===== src/common/link_power_pkg.sv =====
package link_power_pkg;

    // ------------------------------------------------------------------
    // Register map: word index, byte address is four times the index
    // ------------------------------------------------------------------
    localparam logic [7:0] IDX_CTRL = 8'h00;
    localparam logic [7:0] IDX_STATUS = 8'h01;
    localparam logic [7:0] IDX_STRAPS = 8'h02;
    localparam logic [7:0] IDX_REVERSE = 8'h1A;

    localparam int CTRL_SLEEP = 0;
    localparam int CTRL_SERIAL_OUTPUT_ENABLE = 1;
    localparam int CTRL_CFGEN = 2;
    localparam int CTRL_ROBUST = 3;
    localparam int CTRL_RATE = 4;
    localparam int REVERSE_FAST = 7;

    // ------------------------------------------------------------------
    // Timing
    // ------------------------------------------------------------------
    localparam int CLK_PERIOD_NS = 10;
    localparam int WAKE_TIME_US = 5000;
    localparam int REMOTE_HOLD_US = 2000;
    localparam int REVERSE_HOLD_US = 500;
    localparam int WAKE_CYCLES = WAKE_TIME_US * 1000 / CLK_PERIOD_NS;
    localparam int REMOTE_CYCLES = REMOTE_HOLD_US * 1000 / CLK_PERIOD_NS;
    localparam int REVERSE_CYCLES = REVERSE_HOLD_US * 1000 / CLK_PERIOD_NS;
    localparam logic [5:0] PCLK_WINDOW = 6'h20;

    localparam logic [31:0] RESET_DATA = 32'h0000_0000;

    typedef enum logic [1:0] {
        REV_LEGACY = 2'b00,
        REV_ROBUST = 2'b01,
        REV_FAST = 2'b10
    } rev_mode_e;

    typedef struct packed {
        logic rate;
        logic robust;
        logic cfg_en;
        logic serial_output_enable;
        logic sleep;
    } ctrl_s;

    typedef struct packed {
        logic app_sel;
        logic rev_strap;
        logic [1:0] width_sel;
        logic [3:0] conf;
    } straps_s;

endpackage


===== src/core/serial_link_power_startup.sv =====
`timescale 1ns/1ns

// What this block does
// - Writing sleep bit one sleeps at once; protection reset, config kept.
// - Display application select with autostart disabled powers up asleep.
// - Power-down input low enters power-down.
// - Serial output is undriven during power-down.
// - Power-down returns control and reverse registers to reset value; straps register keeps its value.
// - Leaving power-down latches config, reverse-mode and bus-width straps.
// - Without pixel clock, configuration link runs from internal oscillator.
// - Config-link enable activates config link until video link enabled.
// - Serial-output enable overrides config link and attempts lock.
// - Reverse mode: legacy, robust 500 kbps, or fast 1000 kbps.
// - Changing robust bit makes reverse channel unavailable for 500 us.
// - Control channel carries traffic only once a link is established.
// - Late remote power-up blocks the control channel for 2 ms.
// - Without autostart, no link starts until host enables one.
module serial_link_power_startup #(
    parameter int unsigned WAKE_CYCLES = link_power_pkg::WAKE_CYCLES,
    parameter int unsigned REMOTE_CYCLES = link_power_pkg::REMOTE_CYCLES,
    parameter int unsigned REVERSE_CYCLES = link_power_pkg::REVERSE_CYCLES
) (
    // Clock and reset
    input wire logic hclk,
    input wire logic hresetn,
    // AHB-Lite slave
    input wire logic hsel,
    input wire logic [31:0] haddr,
    input wire logic [1:0] htrans,
    input wire logic hwrite,
    input wire logic [2:0] hsize,
    input wire logic [31:0] hwdata,
    input wire logic hready,
    output logic [31:0] hrdata,
    output logic hreadyout,
    output logic hresp,
    // Pins
    input wire logic power_down_n,
    input wire logic application_select,
    input wire logic [3:0] config_straps,
    input wire logic reverse_mode_strap,
    input wire logic [1:0] bus_width_select,
    input wire logic pixel_clock_in,
    input wire logic remote_power_up,
    input wire logic ctrl_command_seen,
    // Link state
    output logic serial_out_oe,
    output logic asleep,
    output logic protect_reset,
    output logic video_link_active,
    output logic cfg_link_active,
    output logic osc_enable,
    output logic ctrl_channel_ready,
    output logic reverse_channel_ready,
    output link_power_pkg::rev_mode_e reverse_mode
);

    // ------------------------------------------------------------------
    // Pin synchronisers
    // ------------------------------------------------------------------
    logic [11:0] pins_raw;
    logic [11:0] sync1_r;
    logic [11:0] sync2_r;
    logic pclk_prev_r;
    logic remote_prev_r;
    logic cmd_prev_r;

    assign pins_raw = {pixel_clock_in, remote_power_up, ctrl_command_seen,
                       power_down_n, application_select, reverse_mode_strap,
                       bus_width_select, config_straps};

    always_ff @(posedge hclk or negedge hresetn)
    begin
        if (!hresetn)
        begin
            sync1_r <= 12'h000;
            sync2_r <= 12'h000;
            pclk_prev_r <= 1'b0;
            remote_prev_r <= 1'b0;
            cmd_prev_r <= 1'b0;
        end
        else
        begin
            sync1_r <= pins_raw;
            sync2_r <= sync1_r;
            pclk_prev_r <= sync2_r[11];
            remote_prev_r <= sync2_r[10];
            cmd_prev_r <= sync2_r[9];
        end
    end

    wire pclk_toggle = sync2_r[11] ^ pclk_prev_r;
    wire remote_rise = sync2_r[10] & ~remote_prev_r;
    wire cmd_rise = sync2_r[9] & ~cmd_prev_r;
    wire pd_active = ~sync2_r[8];
    link_power_pkg::straps_s straps_now;
    assign straps_now = sync2_r[7:0];

    // ------------------------------------------------------------------
    // Bus decode
    // ------------------------------------------------------------------
    function automatic logic hit(input logic [31:0] addr,
                                 input logic [7:0] idx);
        hit = (addr[31:2] == {22'h000000, idx}) && (addr[1:0] == 2'b00);
    endfunction

    logic wr_pend_r;
    logic rd_pend_r;
    logic [31:0] addr_r;
    logic [31:0] hrdata_r;
    logic hreadyout_r;

    wire accept = hsel & htrans[1] & hready & hreadyout_r;
    wire wr_ctrl = wr_pend_r & hit(addr_r, link_power_pkg::IDX_CTRL);
    wire wr_rev = wr_pend_r & hit(addr_r, link_power_pkg::IDX_REVERSE);

    // ------------------------------------------------------------------
    // State registers
    // ------------------------------------------------------------------
    logic up_r;
    link_power_pkg::straps_s straps_r;
    link_power_pkg::ctrl_s ctrl_r;
    link_power_pkg::ctrl_s ctrl_nxt;
    link_power_pkg::ctrl_s wr_val;
    logic fast_r;
    logic asleep_r;
    logic protect_reset_r;
    logic [19:0] wake_cnt_r;
    logic [19:0] remote_cnt_r;
    logic [19:0] rev_cnt_r;
    logic [5:0] pclk_cnt_r;

    assign wr_val = hwdata[4:0];
    assign ctrl_nxt = wr_ctrl ? wr_val : ctrl_r;

    // Latched strap defaults: conf0 high selects low rate, conf3 high
    // disables autostart.
    wire no_autostart = straps_now.conf[3];
    wire latch_now = ~pd_active & ~up_r;
    link_power_pkg::ctrl_s strap_ctrl;
    assign strap_ctrl = '{rate: straps_now.conf[0],
                          robust: straps_now.rev_strap,
                          cfg_en: 1'b0,
                          serial_output_enable: ~no_autostart,
                          sleep: 1'b0};
    wire boot_asleep = straps_now.app_sel & no_autostart;

    wire sleep_set = wr_ctrl & wr_val.sleep & up_r;
    wire wake_start = asleep_r & cmd_rise & (wake_cnt_r == 20'h00000);
    wire wake_done = asleep_r & (wake_cnt_r == 20'h00001);
    wire rev_change = wr_ctrl & (wr_val.robust != ctrl_r.robust);
    wire pclk_present = pclk_cnt_r != 6'h00;

    always_ff @(posedge hclk or negedge hresetn)
    begin
        if (!hresetn)
        begin
            up_r <= 1'b0;
            straps_r <= '0;
            ctrl_r <= '0;
            fast_r <= 1'b0;
            asleep_r <= 1'b0;
            protect_reset_r <= 1'b0;
        end
        else if (pd_active)
        begin
            up_r <= 1'b0;
            ctrl_r <= '0;
            fast_r <= 1'b0;
            asleep_r <= 1'b0;
            protect_reset_r <= 1'b0;
        end
        else if (latch_now)
        begin
            up_r <= 1'b1;
            straps_r <= straps_now;
            ctrl_r <= strap_ctrl;
            asleep_r <= boot_asleep;
            protect_reset_r <= 1'b0;
        end
        else
        begin
            ctrl_r <= ctrl_nxt;
            if (wr_rev)
                fast_r <= hwdata[link_power_pkg::REVERSE_FAST];
            if (sleep_set)
                asleep_r <= 1'b1;
            else if (wake_done)
                asleep_r <= 1'b0;
            protect_reset_r <= sleep_set & ~asleep_r;
        end
    end

    // ------------------------------------------------------------------
    // Hold-off counters
    // ------------------------------------------------------------------
    always_ff @(posedge hclk or negedge hresetn)
    begin
        if (!hresetn)
        begin
            wake_cnt_r <= 20'h00000;
            remote_cnt_r <= 20'h00000;
            rev_cnt_r <= 20'h00000;
            pclk_cnt_r <= 6'h00;
        end
        else if (pd_active)
        begin
            wake_cnt_r <= 20'h00000;
            remote_cnt_r <= 20'h00000;
            rev_cnt_r <= 20'h00000;
            pclk_cnt_r <= 6'h00;
        end
        else
        begin
            if (wake_start)
                wake_cnt_r <= 20'(WAKE_CYCLES);
            else if (wake_cnt_r != 20'h00000)
                wake_cnt_r <= wake_cnt_r - 20'h00001;
            if (remote_rise & up_r)
                remote_cnt_r <= 20'(REMOTE_CYCLES);
            else if (remote_cnt_r != 20'h00000)
                remote_cnt_r <= remote_cnt_r - 20'h00001;
            if (rev_change & up_r)
                rev_cnt_r <= 20'(REVERSE_CYCLES);
            else if (rev_cnt_r != 20'h00000)
                rev_cnt_r <= rev_cnt_r - 20'h00001;
            if (pclk_toggle)
                pclk_cnt_r <= link_power_pkg::PCLK_WINDOW;
            else if (pclk_present)
                pclk_cnt_r <= pclk_cnt_r - 6'h01;
        end
    end

    // ------------------------------------------------------------------
    // Link control outputs
    // ------------------------------------------------------------------
    wire awake = up_r & ~asleep_r;
    wire video_nxt = awake & ctrl_r.serial_output_enable & pclk_present;
    wire cfg_nxt = awake & ctrl_r.cfg_en & ~ctrl_r.serial_output_enable;
    // Readiness follows the next link state, so it drops with the link.
    wire ctrl_nxt_ok = (video_nxt | cfg_nxt)
                       & (remote_cnt_r == 20'h00000);
    link_power_pkg::rev_mode_e mode_nxt;
    assign mode_nxt = !ctrl_r.robust ? link_power_pkg::REV_LEGACY
                    : fast_r ? link_power_pkg::REV_FAST
                    : link_power_pkg::REV_ROBUST;

    always_ff @(posedge hclk or negedge hresetn)
    begin
        if (!hresetn)
        begin
            serial_out_oe <= 1'b0;
            video_link_active <= 1'b0;
            cfg_link_active <= 1'b0;
            osc_enable <= 1'b0;
            ctrl_channel_ready <= 1'b0;
            reverse_channel_ready <= 1'b0;
            reverse_mode <= link_power_pkg::REV_LEGACY;
        end
        else
        begin
            serial_out_oe <= ~pd_active & awake & ctrl_r.serial_output_enable;
            video_link_active <= ~pd_active & video_nxt;
            cfg_link_active <= ~pd_active & cfg_nxt;
            osc_enable <= ~pd_active & cfg_nxt;
            ctrl_channel_ready <= ~pd_active & ctrl_nxt_ok;
            reverse_channel_ready <= ~pd_active & ctrl_nxt_ok
                                     & (rev_cnt_r == 20'h00000);
            reverse_mode <= mode_nxt;
        end
    end

    assign asleep = asleep_r;
    assign protect_reset = protect_reset_r;

    // ------------------------------------------------------------------
    // AHB-Lite slave: writes take no wait, reads take one wait state
    // ------------------------------------------------------------------
    wire [31:0] status_word = {24'h000000, reverse_mode,
                               reverse_channel_ready, ctrl_channel_ready,
                               cfg_link_active, video_link_active,
                               pclk_present, asleep_r};
    wire [31:0] rd_mux =
        hit(addr_r, link_power_pkg::IDX_CTRL) ? {27'h0000000, ctrl_r}
      : hit(addr_r, link_power_pkg::IDX_STATUS) ? status_word
      : hit(addr_r, link_power_pkg::IDX_STRAPS) ? {24'h000000, straps_r}
      : hit(addr_r, link_power_pkg::IDX_REVERSE) ? {24'h000000, fast_r,
                                                    7'h00}
      : link_power_pkg::RESET_DATA;

    always_ff @(posedge hclk or negedge hresetn)
    begin
        if (!hresetn)
        begin
            wr_pend_r <= 1'b0;
            rd_pend_r <= 1'b0;
            addr_r <= 32'h0000_0000;
            hrdata_r <= 32'h0000_0000;
            hreadyout_r <= 1'b1;
        end
        else
        begin
            wr_pend_r <= accept & hwrite;
            rd_pend_r <= accept & ~hwrite;
            if (accept)
                addr_r <= haddr;
            hreadyout_r <= ~(accept & ~hwrite);
            if (rd_pend_r)
                hrdata_r <= rd_mux;
        end
    end

    assign hrdata = hrdata_r;
    assign hreadyout = hreadyout_r;
    assign hresp = 1'b0;

endmodule


===== config.mk =====
export PLATFORM = sky130hd
export DESIGN_NAME = serial_link_power_startup
export DESIGN_NICKNAME = d
export VERILOG_FILES = /design/src/common/link_power_pkg.sv /design/src/core/serial_link_power_startup.sv
export SDC_FILE = /design/constraint.sdc
export NUM_CORES = 1
export LEC_CHECK = 0
export BUFFER_PORTS_ARGS = -buffer_cell sky130_fd_sc_hd__buf_2
export CAP_MARGIN = 40
export CELL_PAD_IN_SITES_DETAIL_PLACEMENT = 0
export CELL_PAD_IN_SITES_GLOBAL_PLACEMENT = 1
export CORE_ASPECT_RATIO = 1.75
export CORE_MARGIN = 10
export CORE_UTILIZATION = 40
export CTS_CLUSTER_SIZE = 16
export DETAILED_ROUTE_END_ITERATION = 10
export GPL_ROUTABILITY_DRIVEN = 0
export GPL_TIMING_DRIVEN = 0
export MAX_ROUTING_LAYER = met4
export PLACE_DENSITY_LB_ADDON = 0.3
export SYNTH_ARGS = -nofsm -noshare
export SYNTH_HDL_FRONTEND = slang
export SYNTH_SLANG_ARGS = --single-unit

===== constraint.sdc =====
create_clock -name hclk -period 1.9 [get_ports hclk]
set_input_delay 0.57 -clock hclk [delete_from_list [all_inputs] [get_ports hclk]]
set_output_delay 0.57 -clock hclk [all_outputs]
set_load 0.02 [all_outputs]

==> reports/metrics.cfg, run 1 <==
[sta]
worstMarginPinSlew_ps = 789
setup_viol_count_final = 24
fmax_mhz = 470
rsz0062_at_grt = yes
finalCritPeriodShare_pct = 112
fin_skew_ps = 6.04
whs_ps = 43.6
drv_slew = 0
hold_viol = 0
worst_slack_ps = -227
period_minus_slack_ps = 2130
max-slew-margin-rel_pct = 47.4

[place]
place_worst_setup_slack_ps = -564
io_buffers = 74
dp_hpwl_um = 13500

[critical_path]
crit_family = simple AND/OR/NAND/NOR gates
r2r_setup_slack_ps = -230
crit_start = wake_cnt_r[13]
crit_slowest_cell = or4_4
critPathRequiredTime_ps = 2200
cp_max_fo = 5
slowest_delay_ps = 550
crit_buf_inv = 2
r2r_cells = 7
cp-end-kind = register
cp.arrival_ps = 2430
reg2reg_from = wake_cnt_r[13]
path_cells = or4_4, nor4_4, buf_4, buf_6, and4_4, nand2b_4, a211oi_2
crit_path_start_kind = register
path_depth = 7
crit_type = register to register

[die]
start_util_pct = 40.8
die_x_um = 123
row_count = 65
die-height_um = 199
die_area_um2 = 24400
pin_count = 130
core_um2 = 18100

[synth]
async_reset_ff_share_pct = 100
yosys_most_used_dff = dfrtp_1
syn_area_um2 = 7360
syn-mean-instance-area_um2 = 10.9
synthCells = 673
synth_cell_types = 64
ys.warnings.count = 0
synth-edff-count = 0
synth_seq_cells = 160
seq_area_frac_synth_pct = 54.4

[run]
cap_violations = 0

[clock_tree]
cts_tree = built
cts_htree_levels = 4
postCtsHoldBufs = 0
clk_latency_ps = 430
clk_pin_slew_worst_paths_ps = 60
cts_buffer_depth = 2
cts_root_buffer = clkbuf_16
cts.sinks = 160
cts_buffers = 17

[route]
num_vias = 5617
detail_route.iter0.violations = 183
via_per_inst = 5.25
first_pass_iters = 4
wl_per_cell_um = 18.0
drc = 0
drtAntennaViolNets = 0
routed_wirelength_um = 19200

[cells_and_area]
fillers = 1587
final_util_pct = 52.9
layout_common_cells = 156 x dfrtp_1, 74 x buf_2, 63 x nor2_1
insertedDiodeCount = 0
finalNetCount = 918
drive_gt1_share_pct = 36.8
syn_to_final_growth_pct = 29.9
layout_commonest_cell = dfrtp_1

[power]
p_seq_share_pct = 31.8
swShare_pct = 38.6
power_frac_clock_pct = 22.4
vdd_drop_max_uv = 866
power_density_nw_per_um2 = 1650
power.switching_mw = 6.07
p_leak_nw = 4.30
p_comb_share_pct = 45.8
internal_power_mw = 9.67

[status]
status = finished with violations
violations = negative setup slack

[global_route]
grt_pass1_vias = 6056
grt.overflow.total = 0
grt_start_max_net_pins = 67
grt_pass1_wl_um = 30200
antenna_found_initial = 0
grt_usage_pct = 16.2

[worst_hold_path]
hold_path.class = input port to asynchronous set/reset pin

[repair_timing]
action	4_1_cts	5_1_grt
setup endpoints to repair	75	69
setup buffers	27	10
pin swaps	18	31
gates resized for setup	51	63
[through the flow]
step / total power, mW / TNS [ps] / instances / instance area [um^2]
2_1_floorplan: 8.90 / -1100 / 697 / 7480
3_3_place_gp: 9.98 / -349270 / 1005 / 8140
3_5_place_dp: 10.2 / -22390 / 1007 / 8210
4_1_cts: 14.8 / -2560 / 1062 / 9200
5_1_grt: 16.6 / -4720 / 1070 / 9560
6_report: 15.7 / -3400 / 1070 / 9560
[layout make-up]
type                    count  area, um^2  share of cell area (%)
flip-flops and latches    160        4010                    41.9
multi-input cells         467        3570                    37.4
repair buffers            113         736                    7.70
clock buffers              20         447                    4.67
well taps                 234         293                    3.06
plain buffers              41         259                    2.71
clock inverters            12         156                    1.64
inverters                  23        86.3                   0.903
[registers in the layout (all words and copies together), names as in the netlist, 2 cells and up]
signal	cells
sync2_r	12
rev_cnt_r	20
pclk_cnt_r	6
sync1_r	12
straps_r	8
wake_cnt_r	20
hrdata	8
reverse_mode	2
ctrl_r	5
remote_cnt_r	20
addr_r	32
[worst reg2reg max path: cells and delay by family (launching register included)]
family	cells	cell delay [ps]
buffers and inverters	2	290
AOI/OAI and AO/OA	1	60
DFF	1	400
and+or+nand+nor	4	1240
[power by group through the flow]
stage	Sequential (mW)	Combinational, mW	Clock, mW
floorplan	4.73	4.17	0
global placement	4.88	5.10	0
finish	5.01	7.21	3.52
global route	5.10	7.82	3.73
CTS	4.88	6.31	3.59
detailed placement	4.92	5.25	0
[cell usage after synthesis, drive strengths merged (10+ instances only)]
library cell,n,area (um^2)
a21oi,37,185
buf,30,220
clkbuf,17,63.8
dfrtp,159,3980
inv,23,86.3
mux2,40,450
mux2i,10,100
nand2,29,109
nand3,11,60.1
nand4,14,87.6
nor2,69,262
nor3,30,161
nor4,29,209
o21ai,16,83.8
or3,14,95.1
xnor2,28,245
xor2,16,140
[kinds of logic (layout without fill, tap and decap cells)]
logic type                 after synthesis  count (layout)  synth area share, %
AOI/OAI and AO/OA                       89              89                 7.46
xor gates and xnor gates                44              44                 5.24
adders and majority gates                9               9                 1.53
buffers and inverters                   70             209                 5.03
DFF                                    160             160                 54.4
muxes                                   50              50                 7.48
other                                    1              25               0.0510
and+or+nand+nor                        250             250                 18.8
[worst paths after layout]
kind,to
worst max-delay path,wake_cnt_r[5]
worst min register to register,sync2_r[9]
max in group asynchronous,straps_r[6]
worst min-delay path,rev_cnt_r[18]
worst max register to register,wake_cnt_r[5]
min in group hclk,sync1_r[3]
[metal layers]
layer  routed length, um  up-vias  global-route usage, %  part of all wire (%)
met5                   0        -                      -                     0
met4                 491        0                   7.62                   2.6
met3                 644       31                   3.25                   3.3
met2               10700      126                   28.6                    56
met1                7420     2801                   16.6                    39
li1                    -     2659                      -                     -
No activity file was read; power rests on OpenSTA's default activity.
==> run 2: changes to the inputs <==
Settings changed: CORE_MARGIN 10 to default, MAX_ROUTING_LAYER met4 to default.
==> run 2 against run 1 <==
Net effect: the run still ends with negative setup slack left; total power grew 1.5%; utilization up 0.39 points; clock-buffer cell count grew 1; worst setup slack better by 94 ps; critical path type unchanged; highest routed layer unchanged; maximum frequency is 4.6% higher; sequential cell count is the same; design area grew 0.73%; largest cell class unchanged; first-iteration DRC count increased by 46%.
==> reports/metrics.cfg, run 2 (synthesis gave the netlist of run 1 again) <==
[status]
status = finished with violations
violations = negative setup slack

[die]
core_um2 = 18100
die-height_um = 181
row_count = 65
pin_count = 130
die_x_um = 105
die_area_um2 = 19000
start_util_pct = 40.8

[sta]
tns_ps = -2260
rsz0062_at_grt = yes
fmax_mhz = 492
drv_slew = 0
period_minus_slack_ps = 2030
worstMarginPinSlew_ps = 881
max-slew-margin-rel_pct = 41.3
finalCritPeriodShare_pct = 107
worst_slack_ps = -133
fin_skew_ps = 9.79
setup_viol_count_final = 26
hold_viol = 0

[route]
num_vias = 5641
drtAntennaViolNets = 0
via_per_inst = 5.27
detail_route.iter0.violations = 267
first_pass_iters = 4
drc = 0
routed_wirelength_um = 18300
wl_per_cell_um = 17.1

[cells_and_area]
layout_commonest_cell = dfrtp_1
layout_common_cells = 156 x dfrtp_1, 74 x buf_2, 64 x nor2_1
multi_input_area_um2 = 3580
largest-register = addr_r
largest_reg_flops = 32
finalNetCount = 919
fillers = 1633
insertedDiodeCount = 0
drive_gt1_share_pct = 37.3
ff_latch_area_um2 = 4010
syn_to_final_growth_pct = 30.8

[critical_path]
crit_slowest_cell = or4_4
slowest_delay_ps = 520
crit_path_start_kind = register
crit_buf_inv = 2
r2r_setup_slack_ps = -130
crit_family = simple AND/OR/NAND/NOR gates
path_cells = or4_4, nor4_4, buf_4, buf_6, a311oi_1, xnor2_1, nor2_1
cp_max_fo = 4
crit_type = register to register
cp.arrival_ps = 2310
critPathRequiredTime_ps = 2180
r2r_cells = 7
path_depth = 7
cp-end-kind = register

[global_route]
grt_pass1_wl_um = 29600
grt_usage_pct = 20.0
antenna_found_initial = 0
grt.overflow.total = 0
grt_start_max_net_pins = 95
grt_pass1_vias = 6031

[power]
p_leak_nw = 4.34
power_density_nw_per_um2 = 1660
vdd_drop_max_uv = 975

[clock_tree]
cts_root_buffer = clkbuf_16
postCtsHoldBufs = 0
cts_tree = built
cts_buffer_depth = 2
cts_buffers = 17
cts.sinks = 160
cts_htree_levels = 4
clk_latency_ps = 430
clk_pin_slew_worst_paths_ps = 60

[run]
cap_violations = 0

[place]
dp_hpwl_um = 12400
io_buffers = 74
place_worst_setup_slack_ps = -514

[worst_hold_path]
hold_path.class = input port to asynchronous set/reset pin

[run 2: changes by cell type in the layout (fill, tap and decap cells not counted), moves of 2 or more]
cell,before,now
o21ai_2,2,0
clkbuf_8,1,3
nor3_1,22,18
nor4_4,9,7
nor3_2,4,7
clkinv_2,3,1
o21ai_0,11,13
clkbuf_1,13,11
nor4_2,10,12
[run 2: metal layers]
| metal | global-route usage, % | wire [um] | up-vias |
|---|---|---|---|
| li1 | - | - | 2632 |
| met1 | 22.0 | 6950 | 2814 |
| met2 | 35.5 | 10100 | 160 |
| met3 | 4.95 | 758 | 35 |
| met4 | 9.83 | 475 | 0 |
| met5 | 0 | 0 | - |
[run 2: worst paths after layout]
path                             startpoint              to
min                                 hresetn   rev_cnt_r[13]
max                          wake_cnt_r[16]  wake_cnt_r[10]
min in group hclk          config_straps[2]      sync1_r[2]
max in group asynchronous           hresetn       hreadyout
min reg2reg                      sync1_r[3]      sync2_r[3]
max reg2reg                  wake_cnt_r[16]  wake_cnt_r[10]
[run 2: repair_timing]
action,in CTS,in global routing
gates resized for setup,48,67
endpoints found under the setup margin,73,75
cloned,0,0
pin swaps,25,40
setup buffers,28,10
[run 2: per-stage QoR]
stage               std cells  power (mW)  hold slack, ps  instance area [um^2]  util, %
floorplan                 697        8.90             274                  7480        -
global placement         1005        9.97             335                  8140     45.1
detailed placement       1007        10.2             336                  8210     45.4
CTS                      1063        15.0             185                  9260     51.3
global route             1071        16.9             172                  9630     53.3
finish                   1071        16.0             135                  9630     53.3
[run 2: where the power goes]
group	total, mW	internal, mW	switching [mW]	leakage, nW
registers	5.03	4.15	0.881	2.03
clock network	3.74	2.32	1.42	0.315
logic	7.20	3.41	3.79	1.99
[run 2: final cells by class]
type,instances,area share [%]
Buffer,41,2.70
Clock buffer,21,4.89
Clock inverter,11,1.83
Inverter,23,0.897
Multi-Input combinational cell,467,37.2
Sequential cell,160,41.6
Tap cell,234,3.04
Timing Repair Buffer,114,7.76
[run 2: worst register-to-register path, delay by kind of cell, from the launching register on]
kind	cells	cell delay (ps)
compound gates	1	100
flops	1	420
buf+inv	2	310
simple gates	3	880
xor+xnor	1	170
